### src/include/fp_cfg.svh
// Purpose: offsets, field positions, reset values and timing of the panel
// Assumes: 100 MHz core clock
// Notes:   included by bare name; definitions only
`ifndef FP_CFG_SVH
`define FP_CFG_SVH

// ----------------------------------------------------------------------
// register port offsets
// ----------------------------------------------------------------------
`define FP_OFS_SWITCH   4'h0
`define FP_OFS_LAMP     4'h4
`define FP_OFS_STATUS   4'h8

// ----------------------------------------------------------------------
// status word field positions
// ----------------------------------------------------------------------
`define FP_ST_STOP      0
`define FP_ST_DECODE    1
`define FP_ST_INT       2
`define FP_ST_PAGING    3
`define FP_ST_LVL_LSB   4
`define FP_ST_SRC_LSB   8
`define FP_ST_LVL_OUT   12

// ----------------------------------------------------------------------
// switch and address fields
// ----------------------------------------------------------------------
`define FP_SW_PT_LSB    16
`define FP_SEG_LSB      12

// ----------------------------------------------------------------------
// reset values
// ----------------------------------------------------------------------
`define FP_RST_ADDR     18'h0_0000
`define FP_RST_WORD     16'h0000
`define FP_RST_LEVEL    4'h0
`define FP_RESTART_ADDR 16'h0014

// ----------------------------------------------------------------------
// timing
// ----------------------------------------------------------------------
`define FP_CLK_NS       10
`define FP_TICK_US      2500
`define FP_GLOW_US      20000

`endif

### src/include/fp_pkg.sv
// Purpose: shared types of the operator panel
// Assumes: nothing
// Notes:   per-level sources sit at 8..15 so the low bits give the code
package fp_pkg;

  // display sources; low three bits of 8..15 are the register code
  typedef enum logic [3:0] {
    FP_SRC_ACTIVE = 4'h0,
    FP_SRC_DMA    = 4'h1,
    FP_SRC_ADR    = 4'h2,
    FP_SRC_PADR   = 4'h3,
    FP_SRC_USER   = 4'h4,
    FP_SRC_DATA   = 4'h5,
    FP_SRC_EXM    = 4'h6,
    FP_SRC_IR     = 4'h7,
    FP_SRC_STS    = 4'h8,
    FP_SRC_D      = 4'h9,
    FP_SRC_P      = 4'ha,
    FP_SRC_B      = 4'hb,
    FP_SRC_L      = 4'hc,
    FP_SRC_A      = 4'hd,
    FP_SRC_T      = 4'he,
    FP_SRC_X      = 4'hf
  } fp_src_t;

endpackage : fp_pkg

### src/include/fp_dec_if.sv
// Purpose: carrier between panel core and the segment decoder
// Assumes: 18-bit addresses, 18 lamps
// Notes:   combinational path only
`timescale 1ns/1ns
interface fp_dec_if;
  logic [17:0] addr;
  logic [17:0] seg;

  modport src (output addr, input  seg);
  modport dec (input  addr, output seg);
endinterface : fp_dec_if

### src/verilog/fp_seg_dec.sv
// Purpose: lights the one lamp whose 4K segment holds an address
// Assumes: segments beyond lamp 17 light nothing
// Notes:   pure combinational
`timescale 1ns/1ns
`include "fp_cfg.svh"
module fp_seg_dec (
  fp_dec_if.dec dec
);

  // one-hot of the segment number
  always_comb begin
    for (int i = 0; i < 18; i++) begin
      dec.seg[i] = (dec.addr[17:`FP_SEG_LSB] == 6'(i));
    end
  end

endmodule : fp_seg_dec

### src/verilog/fp_glow.sv
// Purpose: afterglow stretcher for one level lamp
// Assumes: hit_i is a level from the core clock domain
// Notes:   glow restarts on every hit
`timescale 1ns/1ns
`include "fp_cfg.svh"
module fp_glow #(
  parameter int W   = 21,
  parameter int CYC = 2000000
) (
  input  wire logic clk_i,
  input  wire logic rstn_i,
  input  wire logic hit_i,
  output logic      glow_o
);

  typedef struct packed {
    logic [W-1:0] cnt;
    logic         lit;
  } fp_glow_st_t;

  fp_glow_st_t s_reg;
  fp_glow_st_t s_next;

  // reload on a hit, otherwise count down
  always_comb begin
    s_next = s_reg;
    if (hit_i) begin
      s_next.cnt = W'(CYC);
    end else if (s_reg.cnt != '0) begin
      s_next.cnt = s_reg.cnt - 1'b1;
    end
    s_next.lit = hit_i || (s_reg.cnt > W'(1));
  end

  // state register
  always_ff @(posedge clk_i or negedge rstn_i) begin
    if (!rstn_i) begin
      s_reg <= '0;
    end else begin
      s_reg <= s_next;
    end
  end

  assign glow_o = s_reg.lit;

endmodule : fp_glow

### src/verilog/fp_panel.sv
// Purpose: operator front panel controller of a 16-bit minicomputer
// Assumes: buttons and cpu inputs are one-cycle, synchronous to clk_i
// Notes:   examine and per-level words refresh only when the panel tick is serviced
//
// Summary of operation
// - eighteen-bit switch word readable by program
// - paging on: switches 16-17 give table
// - lamps show data; user word via write
// - sixteen selectors pick one source, lamp lit
// - active levels shown with afterglow lamps
// - operand and fetch addresses captured separately
// - user write overwrites any shown value
// - stop examine address, cleared entering stop
// - running examine uses switches, sampled every cycle
// - per-level register sampled when a tick is serviced
// - level steps; outside range uses active level
// - master clear pulses clear, pie, microprogram
// - error lights clear lamp until pressed
// - restart only in stop, address twenty
// - load starts autoload, lamp while active
// - decode mode lights one 4K segment
// - set address latches switches in stop
// - deposit writes switches only under examine
// - enter stores switches into chosen register
// - single step on level from pie, pid
// - continue and stop requests with lamps
// - interrupt and paging mode indicators
//
// Decided for this implementation: the register offsets and the strobed register port.
`timescale 1ns/1ns
`include "fp_cfg.svh"
module fp_panel #(
  parameter int CNT_W    = 18,
  parameter int TICK_CYC = `FP_TICK_US * 1000 / `FP_CLK_NS,
  parameter int GLOW_W   = 21,
  parameter int GLOW_CYC = `FP_GLOW_US * 1000 / `FP_CLK_NS
) (
  input  wire logic        clk_i,
  input  wire logic        rstn_i,
  // operator side
  input  wire logic [17:0] sw_i,
  input  wire logic [15:0] sel_btn_i,
  input  wire logic        btn_mclear_i,
  input  wire logic        btn_restart_i,
  input  wire logic        btn_load_i,
  input  wire logic        btn_decode_i,
  input  wire logic        btn_set_addr_i,
  input  wire logic        btn_deposit_i,
  input  wire logic        btn_enter_i,
  input  wire logic        btn_single_i,
  input  wire logic        btn_cont_i,
  input  wire logic        btn_stop_i,
  input  wire logic        btn_plus_i,
  input  wire logic        btn_minus_i,
  input  wire logic [15:0] load_descriptor_switches_i,
  // cpu side
  input  wire logic        cpu_stop_i,
  input  wire logic [3:0]  active_level_i,
  input  wire logic [15:0] priority_irq_enable_reg_i,
  input  wire logic [15:0] priority_irq_detect_reg_i,
  input  wire logic [17:0] dma_addr_i,
  input  wire logic        ref_valid_i,
  input  wire logic        ref_dma_i,
  input  wire logic        ref_fetch_i,
  input  wire logic [17:0] ref_addr_i,
  input  wire logic        data_valid_i,
  input  wire logic [15:0] data_i,
  input  wire logic [15:0] instruction_register_view_i,
  input  wire logic        panel_ack_i,
  input  wire logic [15:0] exm_word_i,
  input  wire logic [15:0] level_word_i,
  input  wire logic        console_exam_i,
  input  wire logic [17:0] console_addr_i,
  input  wire logic        error_i,
  input  wire logic        load_active_i,
  input  wire logic        interrupts_on_instruction_i,
  input  wire logic        interrupts_off_i,
  input  wire logic        paging_on_instruction_i,
  input  wire logic        paging_off_i,
  // register port
  input  wire logic [3:0]  bus_addr_i,
  input  wire logic [15:0] bus_wdata_i,
  input  wire logic        bus_wr_i,
  input  wire logic        bus_rd_i,
  output logic      [17:0] bus_rdata_o,
  // lamps
  output logic      [17:0] lamps_o,
  output logic      [15:0] sel_lamps_o,
  output logic      [3:0]  level_disp_o,
  output logic             mclear_lamp_o,
  output logic             load_lamp_o,
  output logic             decode_lamp_o,
  output logic             cont_lamp_o,
  output logic             stop_lamp_o,
  output logic             int_lamp_o,
  output logic             paging_lamp_o,
  // requests to the cpu and microprogram
  output logic             panel_irq_o,
  output logic      [17:0] exam_addr_o,
  output logic      [1:0]  page_table_o,
  output logic      [3:0]  rd_level_o,
  output logic      [2:0]  rd_reg_o,
  output logic      [15:0] wdata_o,
  output logic             mem_wr_o,
  output logic             reg_wr_o,
  output logic             mclear_o,
  output logic             pie_clear_o,
  output logic             operator_comm_microprogram_o,
  output logic             restart_o,
  output logic      [15:0] start_addr_o,
  output logic             load_o,
  output logic      [15:0] load_desc_o,
  output logic             single_o,
  output logic             cont_o,
  output logic             stop_o,
  output logic      [3:0]  run_level_o
);

  typedef struct packed {
    logic [CNT_W-1:0] tick_cnt;
    logic             irq;
    fp_pkg::fp_src_t  src;
    logic [15:0]      sel_lamps;
    logic [3:0]       lvl;
    logic             lvl_out;
    logic [3:0]       lvl_disp;
    logic             decode;
    logic             was_stop;
    logic [17:0]      exam_latch;
    logic [17:0]      exam_addr;
    logic [1:0]       page_table;
    logic [17:0]      lamps;
    logic [15:0]      user;
    logic [17:0]      adr;
    logic [17:0]      padr;
    logic [15:0]      data;
    logic [15:0]      exm_word;
    logic [15:0]      lvl_word;
    logic             mc_lamp;
    logic             load_lamp;
    logic             int_lamp;
    logic             pg_lamp;
    logic [17:0]      rdata;
    logic [3:0]       rd_level;
    logic [2:0]       rd_reg;
    logic [15:0]      wdata;
    logic             mem_wr;
    logic             reg_wr;
    logic             mclear;
    logic             pie_clr;
    logic             comm;
    logic             restart;
    logic [15:0]      start_addr;
    logic             load;
    logic [15:0]      load_desc;
    logic             single;
    logic             cont;
    logic             stop;
    logic [3:0]       run_level;
  } fp_panel_st_t;

  fp_panel_st_t s_reg;
  fp_panel_st_t s_next;

  logic [15:0] glow;
  fp_dec_if    dec_bus ();

  // ----------------------------------------------------------------------
  // level afterglow lamps
  // ----------------------------------------------------------------------
  genvar g;
  generate
    for (g = 0; g < 16; g++) begin : g_glow
      fp_glow #(
        .W   (GLOW_W),
        .CYC (GLOW_CYC)
      ) u_glow (
        .clk_i  (clk_i),
        .rstn_i (rstn_i),
        .hit_i  (!cpu_stop_i && (active_level_i == 4'(g))),
        .glow_o (glow[g])
      );
    end
  endgenerate

  // ----------------------------------------------------------------------
  // segment decoder for address sources
  // ----------------------------------------------------------------------
  // address chosen for decode
  assign dec_bus.addr = (s_reg.src == fp_pkg::FP_SRC_DMA)  ? dma_addr_i :
                        (s_reg.src == fp_pkg::FP_SRC_PADR) ? s_reg.padr :
                                                             s_reg.adr;

  fp_seg_dec u_dec (
    .dec (dec_bus)
  );

  // ----------------------------------------------------------------------
  // next state
  // ----------------------------------------------------------------------
  logic        tick;
  logic        pick;
  logic [3:0]  pick_idx;
  logic [3:0]  eff_lvl;
  logic [3:0]  pie_lvl;
  logic        stop_enter;
  logic        lamp_wr;
  logic        paging;
  logic [17:0] exam_src;
  logic [17:0] disp;

  always_comb begin
    s_next = s_reg;
    // pulses fall back every cycle
    s_next.mem_wr  = 1'b0;
    s_next.reg_wr  = 1'b0;
    s_next.mclear  = 1'b0;
    s_next.pie_clr = 1'b0;
    s_next.comm    = 1'b0;
    s_next.restart = 1'b0;
    s_next.load    = 1'b0;
    s_next.single  = 1'b0;
    s_next.cont    = 1'b0;
    s_next.stop    = 1'b0;

    tick = (s_reg.tick_cnt == CNT_W'(TICK_CYC - 1));
    s_next.tick_cnt = tick ? '0 : s_reg.tick_cnt + 1'b1;
    if (panel_ack_i) begin
      s_next.irq = 1'b0;
    end
    if (tick) begin
      s_next.irq = 1'b1;
    end

    pick     = 1'b0;
    pick_idx = 4'h0;
    for (int i = 15; i >= 0; i--) begin
      if (sel_btn_i[i]) begin
        pick     = 1'b1;
        pick_idx = 4'(i);
      end
    end
    if (pick) begin
      s_next.src = fp_pkg::fp_src_t'(pick_idx);
    end
    s_next.sel_lamps = 16'h0001 << s_next.src;

    // step level, leave range at ends
    if (btn_plus_i) begin
      if (s_reg.lvl_out) begin
        s_next.lvl_out = 1'b0;
        s_next.lvl     = 4'h0;
      end else if (s_reg.lvl == 4'hf) begin
        s_next.lvl_out = 1'b1;
      end else begin
        s_next.lvl = s_reg.lvl + 4'h1;
      end
    end else if (btn_minus_i) begin
      if (s_reg.lvl_out) begin
        s_next.lvl_out = 1'b0;
        s_next.lvl     = 4'hf;
      end else if (s_reg.lvl == 4'h0) begin
        s_next.lvl_out = 1'b1;
      end else begin
        s_next.lvl = s_reg.lvl - 4'h1;
      end
    end
    eff_lvl = s_next.lvl_out ? active_level_i : s_next.lvl;
    s_next.lvl_disp = eff_lvl;
    s_next.rd_level = eff_lvl;
    s_next.rd_reg   = s_next.src[2:0];

    if (btn_decode_i) begin
      s_next.decode = !s_reg.decode;
    end

    stop_enter      = cpu_stop_i && !s_reg.was_stop;
    s_next.was_stop = cpu_stop_i;
    if (stop_enter) begin
      s_next.exam_latch = `FP_RST_ADDR;
    end
    if (console_exam_i) begin
      s_next.exam_latch = console_addr_i;
    end
    if (btn_set_addr_i && cpu_stop_i) begin
      s_next.exam_latch = sw_i;
    end
    exam_src = cpu_stop_i ? s_next.exam_latch : sw_i;
    paging = s_reg.pg_lamp;
    if (paging) begin
      s_next.exam_addr  = {2'b00, exam_src[15:0]};
      s_next.page_table = exam_src[17:`FP_SW_PT_LSB];
    end else begin
      s_next.exam_addr  = exam_src;
      s_next.page_table = 2'b00;
    end

    if (ref_valid_i && !ref_dma_i && !ref_fetch_i) begin
      s_next.adr = ref_addr_i;
    end
    if (ref_valid_i && ref_fetch_i) begin
      s_next.padr = ref_addr_i;
    end
    if (data_valid_i) begin
      s_next.data = data_i;
    end
    if (panel_ack_i) begin
      s_next.exm_word = exm_word_i;
      s_next.lvl_word = level_word_i;
    end

    if (btn_mclear_i) begin
      s_next.mclear  = 1'b1;
      s_next.pie_clr = 1'b1;
      s_next.comm    = 1'b1;
      s_next.mc_lamp = 1'b0;
    end
    if (error_i) begin
      s_next.mc_lamp = 1'b1;
    end

    if (btn_restart_i && cpu_stop_i) begin
      s_next.restart    = 1'b1;
      s_next.start_addr = `FP_RESTART_ADDR;
    end

    if (btn_load_i) begin
      s_next.load      = 1'b1;
      s_next.load_desc = load_descriptor_switches_i;
    end
    s_next.load_lamp = load_active_i;

    pie_lvl = 4'h0;
    for (int i = 0; i < 16; i++) begin
      if (priority_irq_enable_reg_i[i] && priority_irq_detect_reg_i[i]) begin
        pie_lvl = 4'(i);
      end
    end
    if (btn_single_i && cpu_stop_i) begin
      s_next.single    = 1'b1;
      s_next.run_level = pie_lvl;
    end
    // continue from stop, stop while running
    if (btn_cont_i && cpu_stop_i) begin
      s_next.cont      = 1'b1;
      s_next.run_level = pie_lvl;
    end
    if (btn_stop_i && !cpu_stop_i) begin
      s_next.stop = 1'b1;
    end

    if (btn_deposit_i && (s_reg.src == fp_pkg::FP_SRC_EXM)) begin
      s_next.mem_wr = 1'b1;
      s_next.wdata  = sw_i[15:0];
    end
    if (btn_enter_i && s_reg.src[3]) begin
      s_next.reg_wr = 1'b1;
      s_next.wdata  = sw_i[15:0];
    end

    // mode indicators, on wins over off
    if (interrupts_off_i) begin
      s_next.int_lamp = 1'b0;
    end
    if (interrupts_on_instruction_i) begin
      s_next.int_lamp = 1'b1;
    end
    if (paging_off_i) begin
      s_next.pg_lamp = 1'b0;
    end
    if (paging_on_instruction_i) begin
      s_next.pg_lamp = 1'b1;
    end

    unique case (s_next.src)
      fp_pkg::FP_SRC_ACTIVE: disp = {2'b00, glow};
      fp_pkg::FP_SRC_DMA:    disp = dma_addr_i;
      fp_pkg::FP_SRC_ADR:    disp = s_next.adr;
      fp_pkg::FP_SRC_PADR:   disp = s_next.padr;
      fp_pkg::FP_SRC_USER:   disp = {2'b00, s_next.user};
      fp_pkg::FP_SRC_DATA:   disp = {2'b00, s_next.data};
      fp_pkg::FP_SRC_EXM:    disp = {2'b00, s_next.exm_word};
      fp_pkg::FP_SRC_IR:     disp = {2'b00, instruction_register_view_i};
      default:               disp = {2'b00, s_next.lvl_word};
    endcase
    if (s_reg.decode && (s_next.src == fp_pkg::FP_SRC_DMA ||
                         s_next.src == fp_pkg::FP_SRC_ADR ||
                         s_next.src == fp_pkg::FP_SRC_PADR)) begin
      disp = dec_bus.seg;
    end
    // lamps refresh on service or reselect
    if (panel_ack_i || pick) begin
      s_next.lamps = disp;
    end

    // user write lands on the lamps
    lamp_wr = bus_wr_i && (bus_addr_i == `FP_OFS_LAMP);
    if (lamp_wr) begin
      s_next.user  = bus_wdata_i;
      s_next.lamps = {2'b00, bus_wdata_i};
    end

    s_next.rdata = 18'h0_0000;
    if (bus_rd_i) begin
      unique case (bus_addr_i)
        `FP_OFS_SWITCH: s_next.rdata = sw_i;
        `FP_OFS_LAMP:   s_next.rdata = {2'b00, s_reg.user};
        `FP_OFS_STATUS: begin
          s_next.rdata[`FP_ST_STOP]    = cpu_stop_i;
          s_next.rdata[`FP_ST_DECODE]  = s_reg.decode;
          s_next.rdata[`FP_ST_INT]     = s_reg.int_lamp;
          s_next.rdata[`FP_ST_PAGING]  = s_reg.pg_lamp;
          s_next.rdata[`FP_ST_LVL_LSB +: 4] = s_reg.lvl_disp;
          s_next.rdata[`FP_ST_SRC_LSB +: 4] = s_reg.src;
          s_next.rdata[`FP_ST_LVL_OUT] = s_reg.lvl_out;
        end
        default:        s_next.rdata = 18'h0_0000;
      endcase
    end
  end

  // ----------------------------------------------------------------------
  // state register
  // ----------------------------------------------------------------------
  // whole panel state; selection starts on active levels
  always_ff @(posedge clk_i or negedge rstn_i) begin
    if (!rstn_i) begin
      s_reg           <= '0;
      s_reg.sel_lamps <= 16'h0001;
      s_reg.was_stop  <= 1'b1;  // no clear pulse straight out of reset
    end else begin
      s_reg <= s_next;
    end
  end

  // ----------------------------------------------------------------------
  // outputs, all from the state register
  // ----------------------------------------------------------------------
  assign bus_rdata_o   = s_reg.rdata;
  assign lamps_o       = s_reg.lamps;
  assign sel_lamps_o   = s_reg.sel_lamps;
  assign level_disp_o  = s_reg.lvl_disp;
  assign mclear_lamp_o = s_reg.mc_lamp;
  assign load_lamp_o   = s_reg.load_lamp;
  assign decode_lamp_o = s_reg.decode;
  assign cont_lamp_o   = !s_reg.was_stop;
  assign stop_lamp_o   = s_reg.was_stop;
  assign int_lamp_o    = s_reg.int_lamp;
  assign paging_lamp_o = s_reg.pg_lamp;
  assign panel_irq_o   = s_reg.irq;
  assign exam_addr_o   = s_reg.exam_addr;
  assign page_table_o  = s_reg.page_table;
  assign rd_level_o    = s_reg.rd_level;
  assign rd_reg_o      = s_reg.rd_reg;
  assign wdata_o       = s_reg.wdata;
  assign mem_wr_o      = s_reg.mem_wr;
  assign reg_wr_o      = s_reg.reg_wr;
  assign mclear_o      = s_reg.mclear;
  assign pie_clear_o   = s_reg.pie_clr;
  assign operator_comm_microprogram_o = s_reg.comm;
  assign restart_o     = s_reg.restart;
  assign start_addr_o  = s_reg.start_addr;
  assign load_o        = s_reg.load;
  assign load_desc_o   = s_reg.load_desc;
  assign single_o      = s_reg.single;
  assign cont_o        = s_reg.cont;
  assign stop_o        = s_reg.stop;
  assign run_level_o   = s_reg.run_level;

endmodule : fp_panel

### config.mk
export PLATFORM = sky130hd
export DESIGN_NAME = fp_panel
export DESIGN_NICKNAME = d
export VERILOG_FILES = /design/src/include/fp_pkg.sv /design/src/include/fp_dec_if.sv /design/src/verilog/fp_seg_dec.sv /design/src/verilog/fp_glow.sv /design/src/verilog/fp_panel.sv
export VERILOG_INCLUDE_DIRS = /design/src /design/src/include
export SDC_FILE = /design/constraint.sdc
export NUM_CORES = 1
export LEC_CHECK = 0
export ABC_CLOCK_PERIOD_IN_PS = 2900
export BUFFER_PORTS_ARGS = -buffer_cell sky130_fd_sc_hd__buf_4
export CAP_MARGIN = 0
export CORE_MARGIN = 2
export CORE_UTILIZATION = 60
export CTS_BUF_LIST = sky130_fd_sc_hd__clkbuf_8
export CTS_CLUSTER_SIZE = 12
export DETAILED_ROUTE_END_ITERATION = 10
export PLACE_DENSITY = 0.93
export SLEW_MARGIN = 20
export SYNTH_ARGS = -nofsm -noshare
export SYNTH_HDL_FRONTEND = slang
export SYNTH_SLANG_ARGS = --single-unit
### constraint.sdc
create_clock -name clk_i -period 2.9 [get_ports clk_i]
set_clock_uncertainty 0.05 [all_clocks]
set_input_delay 0.145 -clock clk_i [delete_from_list [all_inputs] [get_ports clk_i]]
set_output_delay 0.145 -clock clk_i [all_outputs]
set_load 0.01 [all_outputs]
==> flow_summary.json, run 1 <==
{
  "cts_sinks": 625,
  "pin_count": 406,
  "cts_root_buffer": "clkbuf_8",
  "synth_top_area_frac": 0.511,
  "ys_top_cells_by_area": "dfrtp_1 51%, mux2_2 5.5%, nor2_1 4.5%",
  "status": "aborted with a tool error",
  "lastStage": "global routing",
  "gp_congestion": 1.02,
  "synth_common_cells": "623 x dfrtp_1, 366 x nor2_1, 252 x nand2_1",
  "synth_edf_count": 0,
  "firstError": "[ERROR GRT-0232] Routing congestion too high. Check the congestion heatmap in the GUI.",
  "endpoint_type": "sequential cell input",
  "dp.cells": 3936,
  "ys_types": 95,
  "postCtsResizedCells": 0,
  "dp_hpwl_mm": 65.0,
  "synth_most_common_cell": "dfrtp_1",
  "cts_buffers": 97,
  "synth-seq-cells": 625,
  "ys_async_sr_fraction": 1.00,
  "portBuffers": 389,
  "overflow": 148,
  "synth_cells": 2956,
  "antenna_found_initial": 61,
  "syn_avg_cell_area_um2": 10.3,
  "rows": 82,
  "worst_endpoint": "g_glow[8].u_glow.s_reg[20]$_DFFE_PN0P_/D",
  "die_h_um": 229,
  "grt_max_degree": 111,
  "htreeDepth": 3,
  "cts_setup_buffers": 0,
  "ys.flop_type": "dfrtp_1",
  "synth.cell_area_mm2": 0.0305,
  "grtUsageTotal": 0.650,
  "initial_core_util": 0.608,
  "clock_path_buffers": 3,
  "synth_top_cell_by_area": "dfrtp_1",
  "yosysSeqAreaShare": 0.513,
  "ys_warn_count": 0,
  "fp.dieW_um": 229
}
==> logic make-up after synthesis <==
logic type	share of synthesized area
compound gates	0.0929
xor+xnor	0.0704
fa+ha+maj	0.0144
buf+inv	0.0533
flops	0.513
mux	0.0639
other cells	0.000123
simple gates	0.192
==> per-stage QoR <==
stage	hold WS [ns]	area, um2	worst slack [ns]
4_1_cts	0.00487	38500	0.0705
2_1_floorplan	-0.201	30500	0.279
3_3_place_gp	0.0468	34000	-0.386
3_5_place_dp	0.0490	34000	-0.357
==> layer usage <==
metal / GRT overflow / global-route usage
met1: 6 / 0.652
met2: 71 / 0.784
met3: 20 / 0.575
met4: 51 / 0.540
met5: 0 / 0.387
==> timing repair <==
item | in CTS
setup endpoints to repair | 0
hold buffers | 247
endpoints found under the hold margin | 889
==> inputs of run 2 (changes only) <==
- CORE_UTILIZATION: 60 -> 40
- CTS_BUF_LIST: sky130_fd_sc_hd__clkbuf_8 -> not set
- CTS_CLUSTER_SIZE: 12 -> not set
- PLACE_DENSITY: 0.93 -> not set
- PLACE_DENSITY_LB_ADDON: not set -> 0.15
==> flow_summary.json, run 2 <==
{
  "clkPwrFrac": 0.333,
  "reg2reg_depth": 8,
  "setup_violations": 0,
  "ant_nets": 0,
  "initial_core_util": 0.403,
  "max_stage_delay_ns": 0.64,
  "wirelength_mm": 94.6,
  "grt_max_degree": 92,
  "fp.dieW_um": 280,
  "antenna_found_initial": 4,
  "whs_ns": 0.0319,
  "grtUsageTotal": 0.239,
  "grt_pass1_vias": 25200,
  "htreeDepth": 3,
  "portBuffers": 389,
  "setup.worst_path.end": "run_level_o[2]$_DFFE_PN0P_",
  "syn_avg_cell_area_um2": 10.3,
  "crit_cells": 9,
  "arrival_ns": 3.21,
  "p_switching_mw": 9.13,
  "layout_common_cells": "623 x dfrtp_1, 530 x buf_4, 366 x nor2_1, 252 x nand2_1, 213 x dlygate4sd3_1",
  "cts_buffers": 73,
  "area_growth_syn_to_layout_pct": 29.1,
  "ys_async_sr_fraction": 1.00,
  "crit_start": "cpu_stop_i",
  "dp.cells": 4263,
  "layout_setup_ws_ns": 0.112,
  "hp-class": "in -> reg",
  "dr.first_iter.drc_count": 2021,
  "combPwrFrac": 0.234,
  "synth-seq-cells": 625,
  "min_period_over_period": 0.962,
  "crit_required_ns": 3.33,
  "period_minus_slack_ns": 2.79,
  "clock_path_buffers": 3,
  "p_int_mw": 20.0,
  "vdd_drop_max_mv": 0.383,
  "hold_viol": 0,
  "cellPowerDensity_mw_per_mm2": 739,
  "critPathTopFamily": "buffers and inverters",
  "mostFrequentLayoutCell": "dfrtp_1",
  "largest_reg_flops": 336,
  "critPathKind": "in -> reg",
  "synth_cells": 2956,
  "die_area_mm2": 0.0785,
  "max_cap_violations": 0,
  "ys_types": 95,
  "gp_congestion": 0.963,
  "worst_pin_slew_ns": 0.994,
  "clk_latency_ns": 0.61,
  "slowest_stage": "dlygate4sd3_1",
  "fp.coreArea_mm2": 0.0757,
  "drive_gt1_frac": 0.238,
  "power_mw": 29.1,
  "ys_top_cells_by_area": "dfrtp_1 51%, mux2_2 5.5%, nor2_1 4.5%",
  "synth_common_cells": "623 x dfrtp_1, 366 x nor2_1, 252 x nand2_1",
  "rows": 101,
  "finalMaxSlewViolations": 0,
  "power_frac_seq": 0.433,
  "pin_count": 406,
  "synth_top_area_frac": 0.511,
  "finalNonFillerCells": 4612,
  "dr.pass1.iters": 7,
  "synth_most_common_cell": "dfrtp_1",
  "ys_warn_count": 0,
  "reg2reg_to": "g_glow[6].u_glow.s_reg[13]$_DFFE_PN0P_",
  "nets": 3865,
  "remaining_drc_errors": 0,
  "status": "finished, final reports clean",
  "synth_edf_count": 0,
  "reg2reg_slack_ns": 0.19,
  "netSwitchingFraction": 0.314,
  "path_buf_inv": 4,
  "overflow": 0,
  "cts_sinks": 625,
  "critPathLaunchType": "input port",
  "end_kind": "register",
  "die_h_um": 280,
  "timing.setup.tns_ns": 0,
  "cts_root_buffer": "clkbuf_16",
  "cts.reportedPaths.clkPinSlew_ns": 0.06,
  "wl_per_cell_um": 20.5,
  "place_ws_ns": -0.235,
  "ys.flop_type": "dfrtp_1",
  "max_freq_mhz": 359,
  "dp_hpwl_mm": 70.6,
  "worstPathMaxFanout": 26,
  "relSlewSlack": 0.335,
  "yosysSeqAreaShare": 0.513,
  "vias": 24600,
  "rr_startpoint": "g_glow[6].u_glow.s_reg[6]$_DFFE_PN0P_",
  "synth_top_cell_by_area": "dfrtp_1",
  "synth.cell_area_mm2": 0.0305,
  "grt_pass1_wl_mm": 147,
  "cts_tree": "done",
  "vias_per_cell": 5.33,
  "power_leakage_nw": 16.8,
  "path_cells": "dlygate4sd3_1 -> buf_4 -> buf_4 -> and2_1 -> or2_2 -> a21boi_1 -> nand4_1 -> dlygate4sd3_1 -> o22a_1"
}
==> run 2: cell counts after synthesis <==
No cell type changed its count.
==> run 2: repair_timing <==
action,CTS,global route
gates resized for setup,0,10
hold buffers,213,0
setup buffers,0,4
endpoints found under the hold margin,358,0
setup endpoints to repair,0,25
==> run 2: area by class of cell <==
class	instances	area, um2
Clock inverter	24	352
Inverter	61	229
Timing Repair Buffer	757	6390
Multi-Input combinational cell	2059	13300
Sequential cell	625	15600
Antenna cell	2	5.00
Fill cell	6712	36300
Clock buffer	106	2200
Tap cell	978	1220
==> run 2: cell families after synthesis <==
kind of cell / after synthesis / share of synthesized area
DFF: 625 / 0.513
AOI/OAI and AO/OA: 411 / 0.0929
xor gates and xnor gates: 245 / 0.0704
buffers and inverters: 285 / 0.0533
adders and majority gates: 35 / 0.0144
muxes: 176 / 0.0639
other: 1 / 0.000123
and+or+nand+nor: 1178 / 0.192
==> run 2: routing by layer <==
layer | global-route usage | part of all wire | up-vias
li1 | - | - | 11600
met1 | 0.319 | 0.44 | 12200
met2 | 0.399 | 0.48 | 673
met3 | 0.0371 | 0.053 | 146
met4 | 0.0760 | 0.028 | 4
met5 | 0 | 0.00032 | -
==> run 2: worst min path at each step <==
stage	endpoint	startpoint	depth (start not counted)
5_1_grt	s_reg[133]$_DFF_PN0_	data_valid_i	2
2_1_floorplan	bus_rdata_o[0]$_DFF_PN0_	rstn_i	0
6_report	s_reg[133]$_DFF_PN0_	data_valid_i	2
3_5_place_dp	s_reg[103]$_DFF_PN0_	rstn_i	1
4_1_cts	s_reg[127]$_DFF_PN0_	data_valid_i	2
3_3_place_gp	s_reg[103]$_DFF_PN0_	rstn_i	1
==> run 2: power by group through the flow <==
stage	clock network (mW)	logic, mW	registers [mW]
5_1_grt	10.3	7.65	12.9
3_3_place_gp	0	6.28	12.5
4_1_cts	9.92	6.84	12.5
2_1_floorplan	0	4.63	12.1
6_report	9.69	6.81	12.6
3_5_place_dp	0	6.51	12.7
==> run 2: metrics by stage <==
stage / cell area (um2) / util
2_1_floorplan: 30500 / -
3_3_place_gp: 34600 / 0.457
3_5_place_dp: 34600 / 0.457
4_1_cts: 39300 / 0.519
5_1_grt: 39400 / 0.520
6_report: 39400 / 0.520
Power figures use the tool's default switching activity.
